--- config.mk ---
export PLATFORM = sky130hd
export DESIGN_NAME = sck_socket
export DESIGN_NICKNAME = d
export VERILOG_FILES = /design/src/rtl/sck_pkg.sv /design/src/rtl/sck_stretch.sv /design/src/rtl/sck_socket.sv
export VERILOG_INCLUDE_DIRS = /design/src /design/src/rtl
export SDC_FILE = /design/constraint.sdc
export NUM_CORES = 1
export LEC_CHECK = 0
export ABC_AREA = 0
export BUFFER_PORTS_ARGS = -buffer_cell sky130_fd_sc_hd__buf_2
export CORE_MARGIN = 2
export CORE_UTILIZATION = 59
export CTS_CLUSTER_DIAMETER = 100
export DETAILED_ROUTE_END_ITERATION = 10
export GPL_TIMING_DRIVEN = 1
export PLACE_DENSITY_LB_ADDON = 0.25
export SLEW_MARGIN = 40
export SYNTH_ARGS = -nofsm -noshare
export SYNTH_HDL_FRONTEND = slang
export SYNTH_SLANG_ARGS = --single-unit
--- constraint.sdc ---
create_clock -name clk_sys -period 3.6 [get_ports clk_sys]
set_clock_uncertainty 0.15 [all_clocks]
set_input_delay 0.9 -clock clk_sys [delete_from_list [all_inputs] [get_ports clk_sys]]
set_output_delay 0.9 -clock clk_sys [all_outputs]
set_load 0.05 [all_outputs]
--- src/rtl/sck_defines.svh ---
// How it works
// - Fixed 156.25 MHz reference clock, third pair
// - Lock flag mirrors external clocking PLL
// - Valid only when source valid and locked
// - Four debug clocks reach frequency counters
// - Drive high lights red or green LED
// - Platform may override each LED temporarily
// - Stretcher lights LED at least 100 ms
// - Continuous 10 MHz system clock to user
// - Config done asserts after self-config, stays high
// - Each reset release restarts self-configuration
`ifndef SCK_DEFINES_SVH
`define SCK_DEFINES_SVH
`define SCK_CLK_HZ 10000000
`define SCK_FIXED_REF_KHZ 156250
`define SCK_STRETCH_MS 100
`define SCK_STRETCH_CYC ((`SCK_STRETCH_MS * (`SCK_CLK_HZ / 1000)))
`define SCK_CFG_STEPS 16
`define SCK_NUM_DEBUG 4
`endif

--- src/rtl/sck_pkg.sv ---
package sck_pkg;
	typedef enum logic [1:0] {
		CFG_IDLE,
		CFG_RUN,
		CFG_DONE
	} sck_cfg_state_t;
endpackage : sck_pkg

--- src/rtl/sck_stretch.sv ---
`timescale 1ns/1ps
`include "sck_defines.svh"
module sck_stretch #(
	parameter int STRETCH_CYC = `SCK_STRETCH_CYC
) (
	input wire logic clk_sys,
	input wire logic rst,
	input wire logic drive_async,
	input wire logic override_en,
	input wire logic override_val,
	output logic led_out
);
	// ----------------------------------------
	// Input capture
	// ----------------------------------------
	logic s1_q, s2_q, s3_q;
	logic [31:0] cnt_q;
	// Either stage counts, so a single-cycle drive is never filtered away
	wire hit = s2_q | s3_q;
	always_ff @(posedge clk_sys or posedge rst) begin
		if (rst) begin
			s1_q <= 1'b0;
			s2_q <= 1'b0;
			s3_q <= 1'b0;
		end else begin
			s1_q <= drive_async;
			s2_q <= s1_q;
			s3_q <= s2_q;
		end
	end
	// ----------------------------------------
	// Stretch counter
	// ----------------------------------------
	// Retrigger keeps the LED lit through bursts
	always_ff @(posedge clk_sys or posedge rst) begin
		if (rst) begin
			cnt_q <= 32'h0000_0000;
		end else if (hit) begin
			cnt_q <= 32'(STRETCH_CYC);
		end else if (cnt_q != 32'h0000_0000) begin
			cnt_q <= cnt_q - 32'h0000_0001;
		end
	end
	wire lit = cnt_q != 32'h0000_0000;
	always_ff @(posedge clk_sys or posedge rst) begin
		if (rst) begin
			led_out <= 1'b0;
		end else begin
			led_out <= override_en ? override_val : lit;
		end
	end
	chk_stretch_hold: assert property (@(posedge clk_sys) disable iff (rst)
		$rose(lit) |-> lit [*8]) else $error("stretch ended early");
	chk_override_wins: assert property (@(posedge clk_sys) disable iff (rst)
		override_en |=> led_out == $past(override_val)) else $error("override lost");
	cov_stretch: cover property (@(posedge clk_sys) disable iff (rst) $fell(lit));
endmodule : sck_stretch

--- src/rtl/sck_socket.sv ---
`timescale 1ns/1ps
`include "sck_defines.svh"
module sck_socket #(
	parameter int STRETCH_CYC = `SCK_STRETCH_CYC,
	parameter int CFG_STEPS = `SCK_CFG_STEPS
) (
	input wire logic clk_sys,
	input wire logic rst,
	input wire logic fixed_ref_clk_in,
	input wire logic ref_a_clk_in,
	input wire logic ref_b_clk_in,
	input wire logic ext_pll_lock_in,
	input wire logic src_valid_in,
	input wire logic [`SCK_NUM_DEBUG-1:0] debug_clock_probes,
	input wire logic activity_led_red,
	input wire logic activity_led_green,
	input wire logic red_override_en,
	input wire logic red_override_val,
	input wire logic green_override_en,
	input wire logic green_override_val,
	input wire logic front_end_config_ready,
	input wire logic exported_user_ref_clock,
	output logic xcvr_ref_clock_fixed,
	output logic xcvr_ref_clock_a,
	output logic xcvr_ref_clock_b,
	output logic socket_sys_clock,
	output logic async_socket_reset,
	output logic ref_pll_locked,
	output logic ref_clocks_valid,
	output logic [`SCK_NUM_DEBUG-1:0] debug_clock_out,
	output logic led_red_pin,
	output logic led_green_pin,
	output logic front_end_config_done,
	output logic front_end_config_prepare
);
	import sck_pkg::*;
	// ----------------------------------------
	// Clock distribution
	// ----------------------------------------
	// Pad clocks pass straight; user must buffer them itself
	assign xcvr_ref_clock_fixed = fixed_ref_clk_in;
	assign xcvr_ref_clock_a = ref_a_clk_in;
	assign xcvr_ref_clock_b = ref_b_clk_in;
	assign socket_sys_clock = clk_sys;
	assign async_socket_reset = rst;
	genvar g;
	generate
		for (g = 0; g < `SCK_NUM_DEBUG; g++) begin : g_dbg
			assign debug_clock_out[g] = debug_clock_probes[g];
		end
	endgenerate
	// ----------------------------------------
	// Clock status
	// ----------------------------------------
	// Left asynchronous on purpose: user samples it
	assign ref_pll_locked = ext_pll_lock_in;
	assign ref_clocks_valid = src_valid_in & ext_pll_lock_in;
	// ----------------------------------------
	// LEDs
	// ----------------------------------------
	sck_stretch #(.STRETCH_CYC(STRETCH_CYC)) u_red (
		.clk_sys(clk_sys),
		.rst(rst),
		.drive_async(activity_led_red),
		.override_en(red_override_en),
		.override_val(red_override_val),
		.led_out(led_red_pin)
	);
	sck_stretch #(.STRETCH_CYC(STRETCH_CYC)) u_green (
		.clk_sys(clk_sys),
		.rst(rst),
		.drive_async(activity_led_green),
		.override_en(green_override_en),
		.override_val(green_override_val),
		.led_out(led_green_pin)
	);
	// ----------------------------------------
	// Self-configuration
	// ----------------------------------------
	sck_cfg_state_t st_q;
	logic [15:0] step_q;
	always_ff @(posedge clk_sys or posedge rst) begin
		if (rst) begin
			st_q <= CFG_IDLE;
			step_q <= 16'h0000;
		end else begin
			unique case (st_q)
				CFG_IDLE: begin
					st_q <= CFG_RUN;
					step_q <= 16'h0000;
				end
				CFG_RUN: begin
					if (step_q == 16'(CFG_STEPS - 1)) begin
						st_q <= CFG_DONE;
					end
					step_q <= step_q + 16'h0001;
				end
				CFG_DONE: begin
					st_q <= CFG_DONE;
				end
			endcase
		end
	end
	always_ff @(posedge clk_sys or posedge rst) begin
		if (rst) begin
			front_end_config_done <= 1'b0;
		end else begin
			front_end_config_done <= st_q == CFG_DONE;
		end
	end
	// Reserved: held low, ready input ignored
	assign front_end_config_prepare = 1'b0;
	chk_valid_needs_lock: assert property (@(posedge clk_sys) disable iff (rst)
		ref_clocks_valid |-> ref_pll_locked && src_valid_in) else $error("valid without lock");
	chk_done_sticky: assert property (@(posedge clk_sys) disable iff (rst)
		front_end_config_done |=> front_end_config_done) else $error("done dropped");
	chk_done_after_cfg: assert property (@(posedge clk_sys) disable iff (rst)
		$rose(st_q == CFG_RUN) |-> !front_end_config_done [*3]) else $error("done too early");
	chk_lock_mirror: assert property (@(posedge clk_sys) disable iff (rst)
		ref_pll_locked == ext_pll_lock_in) else $error("lock not mirrored");
	cov_done: cover property (@(posedge clk_sys) disable iff (rst) $rose(front_end_config_done));
	cov_valid: cover property (@(posedge clk_sys) disable iff (rst) $rose(ref_clocks_valid));
endmodule : sck_socket

; ---- Word-level counts from Yosys, hierarchy flattened
; Cells that the tools add are included.
[classes]
addsub = 3
n_mul = 0
div_mod_pow = 0
order_cmp = 0
n_eq_ne = 4
shifts = 0
n_mux = 9
n_bitwise = 3
n_reduce_logical = 6
[ops]
columns = operator, n
row1 = $mux 32, 4
row2 = $reduce_bool 32->1, 2
row3 = $sub 32x1->32 const B, 2
row4 = $pmux 16 s2, 1
row5 = $add 16x1->16 const B, 1
row6 = $eq 16x4->1 const B, 1
row7 = $pmux 2 s3, 1
row8 = $reduce_bool 2->1, 3
row9 = $eq 2x1->1 const B, 1
row10 = $eq 2x2->1 const B, 1
row11 = $logic_not 2->1, 1
row12 = $mux 1, 2
row13 = $mux 2, 1
row14 = $ne 2x2->1 const B, 1
row15 = $or 1x1->1, 2
row16 = $and 1x1->1, 1
[word_totals]
regBits = 91
latch_bits = 0
ramBits = 0
rom_bits = 0
memories = 0

; ---- Longest topological paths before layout
[depth]
ltp_word = 3
mapped_depth = 9

; ---- Modules after synthesis
; A second synthesis with hierarchy kept.
[hier_totals]
hier_cells = 476
hier_area_um2 = 4863.4
[modules_own_cells]
columns = mod, instances, cells_each, area_each_um2, seq_area_each_um2
row1 = sck_stretch, 2, 180, 1875.5, 900.9
row2 = sck_socket, 1, 116, 1112.3, 475.5

==> flow_summary.yaml <==
cts:
  postCtsSetupRepairBufs: 0
  path_clk_slew_ps: 90
  ctsHoldBuffers: 0
  clk_latency_ps: 460
  cts_resized: 0
  cts_tree: "built"
sta:
  finalMaxSlewViolations: 0
  tns_ps: 0
  worst_pin_slew_ps: 768
  hold_violations: 0
  relSlewSlack_pct: 48.4
  grt_setup_unrepaired: "false"
  setup_viol: 0
synth:
  synth_edf_count: 0
  synth_ff_type: "dfrtp_1"
  synth_nets: 531
  async_reset_ff_share_pct: 100
  synth_cell_types: 50
  synth.ff_latch_count: 91
  yosysWarningCount: 0
  avgSynthCellArea_um2: 9.51
  syn_inst: 506
  netlist_area_mm2: 0.00481
  ys_seq_area_share_pct: 47.3
drt:
  wire_per_inst_um: 15.2
  num_vias: 3866
  drt-initial-drc-count: 225
  drc: 0
  viasPerCell: 6.24
  dr.pass1.iters: 5
  antenna_left: 0
  routed_wl_um: 9410
die:
  rows: 32
  start_util_pct: 61.6
  die_x_um: 94.3
  dieHeight_um: 94.3
  coreArea_mm2: 0.00781
  num_io_pins: 34
  die-area_mm2: 0.00889
grt:
  first_global_vias: 3527
  grt_pass1_wl_um: 16300
  grt-ovfl-total: 0
  grt_max_degree: 52
  antenna_found_initial: 0
  grt_usage_pct: 23.0
worst_setup_path:
  required_ps: 2550
  crit_end: "socket_sys_clock"
  crit_path_end_kind: "output pin"
  r2r-start: "u_red.cnt_q[12]"
  r2r_setup_slack_ps: 870
  r2r_cells: 4
  arrival_ps: 2230
  crit_start: "clk_sys"
  path_max_fanout: 2
  crit_type: "clock port to output pin"
  crit_path_start_kind: "clock port"
  reg2reg_to: "u_red.led_out"
status:
  status: "finished, final reports clean"
placement:
  place_inst: 601
  place_hpwl_um: 6480
  io_buffers: 16
  gp_congestion: 0.842
cells_and_area:
  syn_to_final_growth_pct: 7.39
  antenna_cells: 0
  drive_above_1_share_pct: 12.4
  final_common_cell: "dfrtp_1"
  num-fill-cells: 635
  layout_common_cells: "91 x dfrtp_1, 56 x nor2_1, 35 x nand2_1, 32 x o21ai_0, 23 x nor4_1"
  nets: 538
  fin_cells: 620
run:
  timing.max_cap.violations: 0
hold_path:
  hold_class: "register to register"
  hold_depth: 0
pwr:
  power_density_mw_per_mm2: 391
  peakVddDrop_mv: 0.425
  p_leak_uw: 0.00209
-- Yosys cell counts (6+ instances only) --
cell / count / area (µm²)
nor3_1: 11 / 55.1
xnor2_1: 12 / 105
o31ai_1: 18 / 135
xor2_1: 18 / 158
inv_1: 10 / 37.5
ha_1: 6 / 75.1
a21oi_1: 19 / 95.1
clkbuf_1: 18 / 67.6
or4_1: 15 / 113
o211ai_1: 12 / 90.1
nor2_1: 57 / 214
or2_2: 8 / 50.1
buf_4: 11 / 82.6
nand4_1: 11 / 68.8
nand3_1: 16 / 80.1
nor4_1: 23 / 144
nand2_1: 35 / 131
and3_1: 6 / 37.5
dfrtp_1: 91 / 2280
or3_1: 19 / 119
o21ai_0: 33 / 165
mux2i_1: 7 / 70.1
-- report_power, final --
group | total (µW) | switching, µW | leakage (µW) | internal (µW)
registers | 1060 | 19.9 | 0.00116 | 1040
clock network | 806 | 458 | 0.000120 | 348
logic | 154 | 101 | 0.000810 | 52.3
-- cell type report --
class,count,area (µm²),share of cell area (%)
clock buffers,13,170,3.29
repair buffers,22,140,2.71
flip-flops and latches,91,2280,44.1
inverters,11,46.3,0.896
multi-input cells,374,2340,45.3
clock inverters,7,65.1,1.26
well taps,102,128,2.47
-- registers in the layout, summed over array words and instances (netlist names) --
signal,cells
u_green.cnt_q,32
front_end_config_done,1
u_green.s1_q,1
u_red.s3_q,1
u_green.led_out,1
step_q,16
u_red.led_out,1
u_green.s2_q,1
st_q,2
u_red.s2_q,1
u_red.s1_q,1
u_red.cnt_q,32
u_green.s3_q,1
-- worst max-delay path, cell delays in order --
cell,delay [ps]
clkbuf_8,110
clkbuf_8,120
buf_2,200
-- through the flow --
stage | setup WS, ps | cell area [µm²] | hold slack [ps] | util, % | total power [µW]
floorplan | 186 | 4810 | 181 | - | 1280
global placement | 562 | 4930 | 182 | 63.1 | 1280
detailed placement | 562 | 4930 | 191 | 63.2 | 1290
CTS | 314 | 5160 | 213 | 66.2 | 2040
global route | 312 | 5160 | 235 | 66.2 | 2110
finish | 321 | 5160 | 208 | 66.2 | 2020
-- per-layer routing --
| layer | routed length (µm) | global-route usage [%] |
|---|---|---|
| met3 | 383 | 4.09 |
| met2 | 4370 | 34.5 |
| met5 | 0 | 0 |
| met4 | 131 | 9.18 |
| met1 | 4520 | 33.3 |
-- how the worst min path moves through the flow --
stage,start,end,slack [ps]
4_1_cts,u_green.s1_q,u_green.s2_q,210
5_1_grt,u_red.s1_q,u_red.s2_q,240
6_report,u_green.s1_q,u_green.s2_q,210
3_5_place_dp,u_green.s1_q,u_green.s2_q,190
3_3_place_gp,u_green.s1_q,u_green.s2_q,180
2_1_floorplan,u_green.s1_q,u_green.s2_q,180
-- cell families (layout without fill, tap and decap cells) --
kind of cell             after synthesis  in the layout  synth area share [%]
AND/OR/NAND/NOR                      223            223                  25.4
adder cells (fa/ha/maj)                6              6                  1.56
buffers and inverters                 41             53                  4.08
XOR/XNOR                              30             30                  5.46
flip-flops                            91             91                  47.3
AO/OA/AOI/OAI                        104            104                  13.9
other                                  1              1                0.0780
multiplexers                          10             10                  2.16
No activity file was read; power rests on OpenSTA's default activity.
